## config.mk

```make
export PLATFORM = sky130hd
export DESIGN_NAME = pog_top
export DESIGN_NICKNAME = d
export VERILOG_FILES = /design/src/rtl/pog_pkg.sv /design/src/rtl/pog_ctl_if.sv /design/src/rtl/pog_delay.sv /design/src/rtl/pog_optime.sv /design/src/rtl/pog_top.sv
export SDC_FILE = /design/constraint.sdc
export NUM_CORES = 1
export LEC_CHECK = 0
export BUFFER_PORTS_ARGS = -buffer_cell sky130_fd_sc_hd__buf_2
export CAP_MARGIN = 20
export CORE_AREA = 5 5 123 125
export CTS_CLUSTER_DIAMETER = 30
export CTS_CLUSTER_SIZE = 20
export DETAILED_ROUTE_END_ITERATION = 7
export DIE_AREA = 0 0 128 130
export PLACE_DENSITY = 0.85
export SYNTH_ARGS = -nofsm -noshare
export SYNTH_HDL_FRONTEND = slang
export SYNTH_SLANG_ARGS = --single-unit
```

## constraint.sdc

```tcl
create_clock -name core_clk -period 2.42 [get_ports core_clk]
set_input_delay 0.242 -clock core_clk [delete_from_list [all_inputs] [get_ports core_clk]]
set_output_delay 0.242 -clock core_clk [all_outputs]
set_load 0.01 [all_outputs]
```

## src/rtl/pog_pkg.sv

```systemverilog
// Purpose: shared constants and types of the protection output alarm gate
// Assumes: 100 MHz core clock, 16-bit parameter map words
// Notes: alarm flag n of the input vector is alarm number n+1
package pog_pkg;
   // clock and time base
   localparam int CLK_PERIOD_NS = 10;
   localparam int SECOND_MS = 1000;
   localparam int NS_PER_MS = 1000000;
   localparam int SEC_CYCLES_DFLT = SECOND_MS * NS_PER_MS / CLK_PERIOD_NS;
   localparam int CNT_W = 32;
   // parameter map locations
   localparam int ADDR_W = 8;
   localparam int WORD_W = 16;
   localparam logic [7:0] CFG_ADDR = 8'h11;
   localparam logic [7:0] STATUS_ADDR = 8'h26;
   // configuration word layout
   localparam int MASK_W = 12;
   localparam int DLY_LSB = 12;
   localparam int DLY_W = 4;
   localparam logic [15:0] CFG_RESET = 16'h0000;
   // enable weights of the alarms that may act on the output
   localparam int OVERVOLT_BIT = 1;
   localparam int UNDERVOLT_BIT = 2;
   localparam int SHORT_BIT = 3;
   localparam int EXC_OC_BIT = 4;
   localparam int UNDERSPEED_BIT = 5;
   localparam int OVERSPEED_BIT = 6;
   localparam logic [11:0] ENABLE_MASK = 12'h07e;
   // status word layout
   localparam int ALARM_N = 7;
   localparam int HEALTHY_BIT = 11;
   localparam int OPTIME_W = 32;
   localparam logic [15:0] ZERO_WORD = 16'h0000;

   typedef enum logic [1:0] {
      DLY_IDLE,
      DLY_COUNT,
      DLY_CLOSED
   } pog_dly_state_e;

   // true when one of alarm flags 1 to 6 is active with its enable bit set
   function automatic logic pog_enabled(input logic [ALARM_N-1:0] alarms,
                                        input logic [WORD_W-1:0] cfg);
      logic [MASK_W-1:0] vec;
      vec = {{(MASK_W-ALARM_N){1'b0}}, alarms};
      return |(vec & cfg[MASK_W-1:0] & ENABLE_MASK);
   endfunction
endpackage

```

## src/rtl/pog_ctl_if.sv

```systemverilog
// Purpose: control signals between the gate top and its timers
// Assumes: all signals in the core_clk domain
// Notes: every signal is driven from a flip-flop
interface pog_ctl_if;
   import pog_pkg::*;
   logic armed;
   logic [DLY_W-1:0] delay_s;
   logic closing;
   logic healthy;
   logic [OPTIME_W-1:0] op_time;
   logic op_store;
   modport top (output armed, output delay_s, output healthy,
                input closing, input op_time, input op_store);
   modport dly (input armed, input delay_s, output closing);
   modport opt (input healthy, output op_time, output op_store);
endinterface

```

## src/rtl/pog_delay.sv

```systemverilog
// Purpose: whole-second activation delay for the protection output
// Assumes: armed is a registered level
// Notes: the count restarts whenever armed drops
module pog_delay import pog_pkg::*; #(
   parameter int SEC_CYCLES = SEC_CYCLES_DFLT
) (
   // clock and reset
   input wire logic core_clk,
   input wire logic resetn,
   // control
   pog_ctl_if.dly ctl
);
   pog_dly_state_e state_q, state_d;
   logic [CNT_W-1:0] cyc_q, cyc_d;
   logic [DLY_W-1:0] sec_q, sec_d;
   logic closing_q, closing_d;

   always_comb begin
      state_d = state_q;
      cyc_d = cyc_q;
      sec_d = sec_q;
      unique case (state_q)
         DLY_IDLE: begin
            cyc_d = '0;
            sec_d = '0;
            if (ctl.armed) begin
               state_d = (ctl.delay_s == '0) ? DLY_CLOSED : DLY_COUNT;
            end
         end
         DLY_COUNT: begin
            if (!ctl.armed) begin
               state_d = DLY_IDLE;
            end else if (cyc_q == CNT_W'(SEC_CYCLES - 1)) begin
               cyc_d = '0;
               sec_d = sec_q + 1'b1;
               if ((sec_q + 1'b1) >= ctl.delay_s) begin
                  state_d = DLY_CLOSED;
               end
            end else begin
               cyc_d = cyc_q + 1'b1;
            end
         end
         DLY_CLOSED: begin
            if (!ctl.armed) begin
               state_d = DLY_IDLE;
            end
         end
      endcase
      closing_d = (state_d == DLY_CLOSED);
   end

   always_ff @(posedge core_clk) begin
      if (!resetn) begin
         state_q <= DLY_IDLE;
         cyc_q <= '0;
         sec_q <= '0;
         closing_q <= 1'b0;
      end else begin
         state_q <= state_d;
         cyc_q <= cyc_d;
         sec_q <= sec_d;
         closing_q <= closing_d;
      end
   end

   assign ctl.closing = closing_q;
endmodule

```

## src/rtl/pog_optime.sv

```systemverilog
// Purpose: operating time counter and record store on first alarm
// Assumes: healthy is a registered level
// Notes: counter saturates at full scale
module pog_optime import pog_pkg::*; #(
   parameter int SEC_CYCLES = SEC_CYCLES_DFLT
) (
   // clock and reset
   input wire logic core_clk,
   input wire logic resetn,
   // control
   pog_ctl_if.opt ctl
);
   logic [CNT_W-1:0] tick_q, tick_d;
   logic [OPTIME_W-1:0] secs_q, secs_d;
   logic [OPTIME_W-1:0] rec_q, rec_d;
   logic store_q, store_d;
   logic prev_q, prev_d;

   always_comb begin
      tick_d = tick_q + 1'b1;
      secs_d = secs_q;
      if (tick_q == CNT_W'(SEC_CYCLES - 1)) begin
         tick_d = '0;
         if (secs_q != '1) begin
            secs_d = secs_q + 1'b1;
         end
      end
      prev_d = ctl.healthy;
      store_d = prev_q && !ctl.healthy;
      rec_d = store_d ? secs_q : rec_q;
   end

   always_ff @(posedge core_clk) begin
      if (!resetn) begin
         tick_q <= '0;
         secs_q <= '0;
         rec_q <= '0;
         store_q <= 1'b0;
         prev_q <= 1'b0;
      end else begin
         tick_q <= tick_d;
         secs_q <= secs_d;
         rec_q <= rec_d;
         store_q <= store_d;
         prev_q <= prev_d;
      end
   end

   assign ctl.op_time = rec_q;
   assign ctl.op_store = store_q;
endmodule

```

## src/rtl/pog_top.sv

```systemverilog
// Purpose: alarm driven protection output with parameter map access
// Assumes: alarm flags and parameter strobes synchronous to core_clk
// Notes: open collector output, transistor conducts while oe_n is low
// Operation
// output transistor open normally, closed only with an enabled alarm active
// closing postponed by 0 to 15 whole seconds from enabled alarm onset
// only the enable bits of the configuration word select acting alarms
// output open with no alarm, or with active alarms all disabled
// configuration word: enable mask low bits, delay seconds in bits 15:12
// over-voltage enable is bit 1, overspeed enable is bit 6
// under-voltage 2, short 3, excitation 4, underspeed 5; bits 7-11 inert
// software writes delay times 4096 plus summed alarm weights
// with no alarm the healthy flag is set, status bit 11 reads one
// any alarm clears healthy flag and bit 11, stores operating time
// status bit n reports alarm number n plus one
// delay restarts and output reopens once no enabled alarm remains
module pog_top import pog_pkg::*; #(
   parameter int SEC_CYCLES = SEC_CYCLES_DFLT
) (
   // clock and reset
   input wire logic core_clk,
   input wire logic resetn,
   // alarm flags, bit n is alarm n+1
   input wire logic [ALARM_N-1:0] alarm_flags,
   // parameter map port
   input wire logic par_wr,
   input wire logic par_rd,
   input wire logic [ADDR_W-1:0] par_addr,
   input wire logic [WORD_W-1:0] par_wdata,
   output logic [WORD_W-1:0] par_rdata,
   output logic par_rvalid,
   // protection output pin
   input wire logic protection_output_in,
   output logic protection_output_out,
   output logic protection_output_oe_n,
   // healthy flag and operating time record
   output logic healthy_flag,
   output logic [OPTIME_W-1:0] operating_time_record,
   output logic operating_time_store
);
   pog_ctl_if ctl ();

   logic [WORD_W-1:0] cfg_q, cfg_d;
   logic [ALARM_N-1:0] alarm_q, alarm_d;
   logic healthy_q, healthy_d;
   logic armed_q, armed_d;
   logic oe_n_q, oe_n_d;
   logic [WORD_W-1:0] rdata_q, rdata_d;
   logic rvalid_q, rvalid_d;
   logic pin_q, pin_d;
   logic [WORD_W-1:0] status_word;
   logic en_act;

   // enabled alarm decode and status state
   always_comb begin
      en_act = pog_enabled(alarm_flags, cfg_q); // see R3 see R6
      armed_d = en_act; // see R1
      alarm_d = alarm_flags;
      healthy_d = (alarm_flags == '0); // see R9
   end

   always_ff @(posedge core_clk) begin
      if (!resetn) begin
         armed_q <= 1'b0;
         alarm_q <= '0;
         healthy_q <= 1'b0;
      end else begin
         armed_q <= armed_d;
         alarm_q <= alarm_d;
         healthy_q <= healthy_d;
      end
   end

   // protection output driver
   always_comb begin
      oe_n_d = !ctl.closing; // see R1
      pin_d = 1'b0;
   end

   always_ff @(posedge core_clk) begin
      if (!resetn) begin
         oe_n_q <= 1'b1;
         pin_q <= 1'b0;
      end else begin
         oe_n_q <= oe_n_d;
         pin_q <= pin_d;
      end
   end

   // status word view
   always_comb begin
      status_word = ZERO_WORD;
      status_word[ALARM_N-1:0] = alarm_q;
      status_word[HEALTHY_BIT] = healthy_q; // see R9
   end

   // parameter map access
   always_comb begin
      cfg_d = cfg_q;
      if (par_wr && par_addr == CFG_ADDR) begin
         cfg_d = par_wdata; // see R5
      end
      rvalid_d = par_rd;
      rdata_d = ZERO_WORD;
      if (par_rd) begin
         if (par_addr == CFG_ADDR) begin
            rdata_d = cfg_q;
         end else if (par_addr == STATUS_ADDR) begin
            rdata_d = status_word;
         end
      end
   end

   always_ff @(posedge core_clk) begin
      if (!resetn) begin
         cfg_q <= CFG_RESET;
         rdata_q <= ZERO_WORD;
         rvalid_q <= 1'b0;
      end else begin
         cfg_q <= cfg_d;
         rdata_q <= rdata_d;
         rvalid_q <= rvalid_d;
      end
   end

   // timers
   assign ctl.armed = armed_q;
   assign ctl.delay_s = cfg_q[DLY_LSB +: DLY_W];
   assign ctl.healthy = healthy_q;

   pog_delay #(
      .SEC_CYCLES(SEC_CYCLES)
   ) u_delay (
      .core_clk(core_clk),
      .resetn(resetn),
      .ctl(ctl.dly)
   );

   pog_optime #(
      .SEC_CYCLES(SEC_CYCLES)
   ) u_optime (
      .core_clk(core_clk),
      .resetn(resetn),
      .ctl(ctl.opt)
   );

   // outputs
   assign par_rdata = rdata_q;
   assign par_rvalid = rvalid_q;
   assign protection_output_out = pin_q;
   assign protection_output_oe_n = oe_n_q;
   assign healthy_flag = healthy_q;
   assign operating_time_record = ctl.op_time;
   assign operating_time_store = ctl.op_store;

   // assertion helper: cycles the enabled alarm has stood
   localparam int CLOSE_LAT = 2;
   logic [CNT_W-1:0] armed_cyc_q, armed_cyc_d;
   logic [CNT_W-1:0] dly_cyc;

   always_comb begin
      armed_cyc_d = armed_cyc_q;
      if (!armed_q) begin
         armed_cyc_d = '0;
      end else if (armed_cyc_q != '1) begin
         armed_cyc_d = armed_cyc_q + 1'b1;
      end
      dly_cyc = CNT_W'(ctl.delay_s) * CNT_W'(SEC_CYCLES);
   end

   always_ff @(posedge core_clk) begin
      if (!resetn) begin
         armed_cyc_q <= '0;
      end else begin
         armed_cyc_q <= armed_cyc_d;
      end
   end
endmodule

```

==> results of run 1 <==
==> synth_stat cells (all sizes together) (3+ instances only) <==
library cell	n	area, um2
mux2i	6	60.1
clkbuf	31	126
xnor2	24	210
nand4	32	221
nand2b	9	56.3
and2	18	114
a21o	7	52.6
o21a	3	22.5
nor3	29	150
buf	10	62.6
xor2	34	298
nor2	84	315
nor4b	10	106
a22o	10	87.6
nor4	22	214
nand3	44	220
a22oi	4	30.0
o21ai	20	100
a31oi	14	87.6
or4	4	30.0
a31o	3	26.3
a21oi	67	335
dfxtp	180	3600
nand2	165	619
inv	16	60.1
or3	14	97.6
ha	11	138
and4	13	116
and3	21	135
o31ai	4	30.0
==> logic make-up after synthesis <==
logic type,after synthesis
AO/OA/AOI/OAI,142
XOR/XNOR,58
adder cells (fa/ha/maj),11
buffers and inverters,58
flip-flops,180
multiplexers,8
other,1
AND/OR/NAND/NOR,473
==> report_power, final <==
| part | switching [mW] | internal, mW | total (mW) |
|---|---|---|---|
| clock | 1.14 | 1.65 | 2.79 |
| sequential | 0.00935 | 2.98 | 2.99 |
| combinational | 0.105 | 0.0632 | 0.168 |
| total | 1.26 | 4.69 | 5.95 |
==> registers in the layout, indices dropped and copies added (netlist names), 2 cells and up <==
| signal | cells |
|---|---|
| u_delay.sec_q | 4 |
| u_optime.tick_q | 32 |
| u_delay.state_q | 2 |
| cfg_q | 16 |
| alarm_q | 7 |
| u_delay.cyc_q | 32 |
| par_rdata | 16 |
| u_optime.secs_q | 32 |
| u_optime.ctl.op_time | 32 |
==> worst min-delay path by stage <==
| stage | start | to | slack [ps] | depth (start not counted) |
|---|---|---|---|---|
| 2_1_floorplan | alarm_flags[1] | healthy_flag$_SDFF_PN0_ | 320 | 1 |
| 3_3_place_gp | u_delay.ctl.closing$_SDFF_PN0_ | protection_output_oe_n$_SDFF_PN1_ | 350 | 1 |
| 3_5_place_dp | u_delay.ctl.closing$_SDFF_PN0_ | protection_output_oe_n$_SDFF_PN1_ | 360 | 1 |
| 4_1_cts | alarm_flags[1] | healthy_flag$_SDFF_PN0_ | 20 | 2 |
| 5_1_grt | alarm_flags[1] | healthy_flag$_SDFF_PN0_ | 20 | 2 |
| 6_report | alarm_flags[1] | healthy_flag$_SDFF_PN0_ | 30 | 2 |
==> routing by layer <==
layer,global-route usage,share of wire,vias to the layer above
met5,0,0,-
met4,0.0843,0.015,0
met3,0.0385,0.049,25
met2,0.369,0.49,178
met1,0.273,0.45,3290
li1,-,-,3480
==> critical path, cell delays in order, from the launching register on <==
cell	delay, ps
dfxtp_1	310
buf_4	140
or4_1	450
nor4_1	200
and4_1	330
buf_4	190
and3_2	230
and3_1	180
mux2i_1	190
==> stage by stage <==
step                setup slack, ps   util  power, mW
global route                   8.27  0.675       6.13
floorplan                       335      -       3.15
global placement                222  0.632       3.22
detailed placement              146  0.632       3.22
CTS                             125  0.675       5.98
finish                          121  0.675       5.95
==> layout by cell type (no fill, tap or decap), drive strengths merged, types with 24 or more instances in the layout <==
master | synthesis | final
dfxtp | 180 | 180
nand2 | 165 | 165
buf | 10 | 126
nor2 | 84 | 84
a21oi | 67 | 67
nand3 | 44 | 44
xor2 | 34 | 34
nand4 | 32 | 32
nor3 | 29 | 29
xnor2 | 24 | 24
==> cell type report <==
type | instances | area share
timing repair buffer | 126 | 0.0813
clock inverter | 12 | 0.0167
clock buffer | 19 | 0.0476
sequential | 180 | 0.388
inverter | 17 | 0.00686
multi-input combinational | 693 | 0.436
tap | 180 | 0.0242
==> reports/metrics.cfg, run 1 <==
[yosys]
muxShareOfSynthArea = 0.0104
yosys.area_share.simple = 0.311
synth_cells = 931
synth-xor-area-share = 0.0643
synth_async_sr_flop_share = 0
synth_top_family_by_area = simple AND/OR/NAND/NOR gates
synthAdderAreaFrac = 0.0174
synth_compound_area_frac = 0.109
synth_edf_count = 0
synth_flop_cell = dfxtp_1
synth_nets = 978
synth_seq_area_share = 0.456
yosys_warnings = 0
ys_types = 61
syn_area_per_cell_um2 = 8.49
netlist_area_um2 = 7910
synth-seq-cells = 180

[sta]
drv_slew = 0
max_freq_mhz = 435
setup_viol = 0
rsz0062_at_grt = no
max_slew_margin = 0.588
worst_slew_pin_slew_ps = 613
fin_hold_ws_ps = 33.2
period_needed_ps = 2300
clock_skew_ps = 5.14
hold_viol_final = 0
tns_ps = 0
fin_crit_sh = 0.950

[critical_path]
reg2reg_from = u_optime.tick_q[10]$_SDFF_PP0_
critPathLaunch = u_optime.tick_q[10]$_SDFF_PP0_
path_max_fanout = 8
required_ps = 2770
r2r_end = u_optime.secs_q[15]$_SDFFE_PN0P_
rr_worst_depth = 8
crit_end = u_optime.secs_q[15]$_SDFFE_PN0P_
crit_path_start_kind = flop
rrSetupSlack_ps = 120
critical_path_class = flop to flop
cp-end-kind = flop
critPathArrivalTime_ps = 2650

[pwr]
p_per_area_nw_per_um2 = 640
static-leakage-power_nw = 3.50
peakVddDrop_mv = 0.521

[floorplan]
start_util = 0.574
core_um2 = 13800
placementRows = 43
die_h_um = 130
die-width_um = 128
io_pins = 89
dieArea_um2 = 16600

[cts]
cts_root_buffer = clkbuf_16
path_clk_slew_ps = 60
postCtsHoldBufs = 0
clkSinkCount = 180
numCtsBuffers = 17
clk-insertion-delay-late_ps = 430
cts-resized-gates = 0
cts_max_path_buffers = 2
cts_setup_buffers = 0
h-tree-depth = 4
cts_tree = done

[final_layout]
ff_latch_area_um2 = 3600
drive_gt1_frac = 0.179
fin_area_um2 = 9300
fin_nets = 1082
antennaDiodeCount = 0
multi_input_area_um2 = 4050
syn2layout_area_growth_pct = 17.6
nFillCells = 1063
instances_no_fill = 1227

[run]
drv_cap = 0

[global_routing]
grt_pass1_vias = 6468
grt_start_max_net_pins = 70
gr-total-overflow = 0
grt_first_pass_wirelength_um = 29700
grt_antenna_before_repair = 0
grtUsageTotal = 0.216

[detailed_routing]
drc_errors = 0
vias = 6973
antenna_left = 0
drt_iter0_drc = 496
routedWlPerCell_um = 14.6
vias_per_cell = 5.68
drt_wl_total_um = 17900
drt-pass1-iter-count = 5

[place]
placed_area_um2 = 8700
dp_hpwl_um = 12100
port_buffers = 86
gp_congestion = 0.882
placed_cells = 1196

[outcome]
status = finished clean

[hold_path]
hp-class = input port to flop

Note: power is estimated with default switching activity, not from simulation.
==> run 2: changes to the inputs <==
--- a/config.mk
+++ b/config.mk
@@ -7,11 +7,13 @@
 export LEC_CHECK = 0
 export BUFFER_PORTS_ARGS = -buffer_cell sky130_fd_sc_hd__buf_2
 export CAP_MARGIN = 20
-export CORE_AREA = 5 5 123 125
+export CELL_PAD_IN_SITES_DETAIL_PLACEMENT = 1
+export CELL_PAD_IN_SITES_GLOBAL_PLACEMENT = 2
+export CORE_AREA = 5 5 157 159
 export CTS_CLUSTER_DIAMETER = 30
 export CTS_CLUSTER_SIZE = 20
 export DETAILED_ROUTE_END_ITERATION = 7
-export DIE_AREA = 0 0 128 130
+export DIE_AREA = 0 0 162 164
 export PLACE_DENSITY = 0.85
 export SYNTH_ARGS = -nofsm -noshare
 export SYNTH_HDL_FRONTEND = slang
==> run 2 against run 1 <==
Net effect:
- combinational power increased by 5%
- clock-buffer cell count is 1 lower
- cell area rose by 1.8%
- sequential share of layout area is 0.67 points lower
- flip-flop and latch count is the same
- sequential power about the same
- largest power group unchanged
- setup slack gained 54 ps
- global-route usage is 5.8 points lower
- clock power decreased by 7%
- non-clock buffer count grew 8
- maximum frequency up 2.4%
- routed wire length increased by 16%
==> reports/metrics.cfg, run 2 (synthesis gave the netlist of run 1 again) <==
[critical_path]
r2r_end = u_optime.secs_q[15]$_SDFFE_PN0P_
cp-end-kind = flop
path_max_fanout = 8  ; unchanged
required_ps = 2760  ; about the same
rrSetupSlack_ps = 180  ; +50 ps
crit_family = simple AND/OR/NAND/NOR gates
crit_path_start_kind = flop
critPathMaxStageDelay_ps = 520  ; +70 ps
critPathArrivalTime_ps = 2590  ; -60 ps
critical_path_class = flop to flop
cp_cell_sequence = or4_1 > nor4_1 > and4_1 > buf_4 > and3_2 > and3_1 > mux2i_1
reg2reg_from = u_optime.tick_q[12]$_SDFF_PP0_
path_buf_inv = 1  ; -1
critPathSlowestCell = or4_1
rr_worst_depth = 7  ; -1

[cts]
postCtsHoldBufs = 0  ; unchanged
numCtsBuffers = 17  ; unchanged
clk-insertion-delay-late_ps = 430  ; about the same
cts-resized-gates = 0  ; unchanged
path_clk_slew_ps = 70  ; about the same
clkSinkCount = 180  ; unchanged
cts_setup_buffers = 0  ; unchanged
cts_max_path_buffers = 2  ; unchanged
h-tree-depth = 4  ; unchanged
cts_root_buffer = clkbuf_16
cts_tree = done

[final_layout]
fin_util = 0.409  ; -0.266
nFillCells = 2774  ; +160%
antennaDiodeCount = 0  ; unchanged
final_common_cell = dfxtp_1
drive_gt1_frac = 0.189  ; +0.0108
syn2layout_area_growth_pct = 19.7
multi_input_area_um2 = 4070  ; +0.43%
mostFrequentLayoutCells = dfxtp_1 (180), nand2_1 (165), buf_2 (86), nor2_1 (84), a21oi_1 (67)
instances_no_fill = 1346  ; +9.7%
ff_latch_area_um2 = 3600  ; unchanged
fin_area_um2 = 9460  ; +1.8%
fin_nets = 1090  ; +0.74%

[place]
post-place-ws_ps = 191  ; +44.8 ps
placed_area_um2 = 8900  ; +2.3%
port_buffers = 86  ; unchanged
placed_cells = 1314  ; +9.9%
dp_hpwl_um = 14800  ; +22%
gp_congestion = 0.815  ; -7.6%

[detailed_routing]
drt-pass1-iter-count = 6  ; +1
drt_wl_total_um = 20800  ; +16%
drt_iter0_drc = 352  ; -29%
routedWlPerCell_um = 15.4  ; +5.9%
drc_errors = 0  ; unchanged
vias = 6974  ; +0.014%
vias_per_cell = 5.18  ; -8.8%
antenna_left = 0  ; unchanged

[sta]
max_slew_margin = 0.568  ; -0.0202
fin_crit_sh = 0.927  ; -0.0225
setup_viol = 0  ; unchanged
hold_viol_final = 0  ; unchanged
max_freq_mhz = 446  ; +2.4%
period_needed_ps = 2240  ; -54.3 ps
worst_slew_pin_slew_ps = 648  ; +35.0 ps
worst_slack_ps = 176  ; +54.3 ps
fin_hold_ws_ps = 33.1  ; -0.193 ps
drv_slew = 0  ; unchanged
clock_skew_ps = 16.5  ; +11.3 ps
tns_ps = 0  ; unchanged
rsz0062_at_grt = no

[pwr]
p_clk_frac = 0.451  ; -0.019
switching_share = 0.239  ; +0.0272
peakVddDrop_mv = 0.320  ; -39%
finalPower_mw = 5.76  ; -3.1%
seqPwrFrac = 0.518  ; +0.016
switching_power_mw = 1.38  ; +9.3%
static-leakage-power_nw = 3.52  ; +0.53%
p_int_mw = 4.39  ; -6.5%
p_per_area_nw_per_um2 = 609  ; -4.8%
combPwrFrac = 0.030  ; +0.002

[hold_path]
min_from = alarm_flags[1]
min_to = healthy_flag$_SDFF_PN0_
hp-class = input port to flop
min_path_cells = 2  ; unchanged

[outcome]
status = finished clean

[floorplan]
core_um2 = 23100  ; +68%
start_util = 0.342  ; -0.232
die_h_um = 164  ; +26%
dieArea_um2 = 26600  ; +60%
die-width_um = 162  ; +27%
io_pins = 89  ; unchanged
placementRows = 56  ; +30%

[global_routing]
gr-total-overflow = 0  ; unchanged
grt_pass1_vias = 7047  ; +9.0%
grt_first_pass_wirelength_um = 35200  ; +19%
grt_antenna_before_repair = 0  ; unchanged
grt_start_max_net_pins = 84  ; +20%
grtUsageTotal = 0.159  ; -0.0576

[run]
drv_cap = 0  ; unchanged

[run 2: cell types whose count changed in the layout (fill, tap and decap cells not counted), sizes merged]
cell / before / now
buf: 126 / 134
inv: 19 / 24
bufinv: 3 / 0
clkbuf: 19 / 18
[run 2: worst reg2reg max path, delay by kind of cell, from the launching register on]
family,cells,cell delay [ps]
buffers and inverters,1,190
flip-flops,1,340
multiplexers,1,190
AND/OR/NAND/NOR,5,1440
[run 2: worst max-delay path by stage]
stage               cells after the start                            start                               end
finish                                  7   u_optime.tick_q[12]$_SDFF_PP0_  u_optime.secs_q[15]$_SDFFE_PN0P_
global route                            6  u_optime.secs_q[8]$_SDFFE_PN0P_  u_optime.secs_q[28]$_SDFFE_PN0P_
CTS                                     7   u_optime.tick_q[12]$_SDFF_PP0_  u_optime.secs_q[25]$_SDFFE_PN0P_
global placement                        7   u_optime.tick_q[12]$_SDFF_PP0_  u_optime.secs_q[15]$_SDFFE_PN0P_
detailed placement                      7   u_optime.tick_q[12]$_SDFF_PP0_  u_optime.secs_q[25]$_SDFFE_PN0P_
floorplan                               6   u_optime.tick_q[11]$_SDFF_PP0_  u_optime.secs_q[29]$_SDFFE_PN0P_
[run 2: metal layers]
layer / vias up / wire length [um] / GRT usage
met1: 3362 / 9700 / 0.203
met5: - / 0 / 0
met3: 17 / 644 / 0.0263
li1: 3491 / - / -
met4: 0 / 259 / 0.0488
met2: 104 / 10200 / 0.275
[run 2: cell type report]
class	instances	area share
clock inverters	14	0.0124
inverters	17	0.00674
multi-input cells	693	0.430
well taps	290	0.0383
flip-flops and latches	180	0.381
clock buffers	18	0.0454
repair buffers	134	0.0862
[run 2: power groups by stage]
stage | clock network (mW) | logic (mW) | registers, mW
finish | 2.60 | 0.176 | 2.99
global route | 2.83 | 0.196 | 2.99
CTS | 2.68 | 0.179 | 2.99
detailed placement | 0 | 0.178 | 3.06
global placement | 0 | 0.175 | 3.05
floorplan | 0 | 0.0940 | 3.05
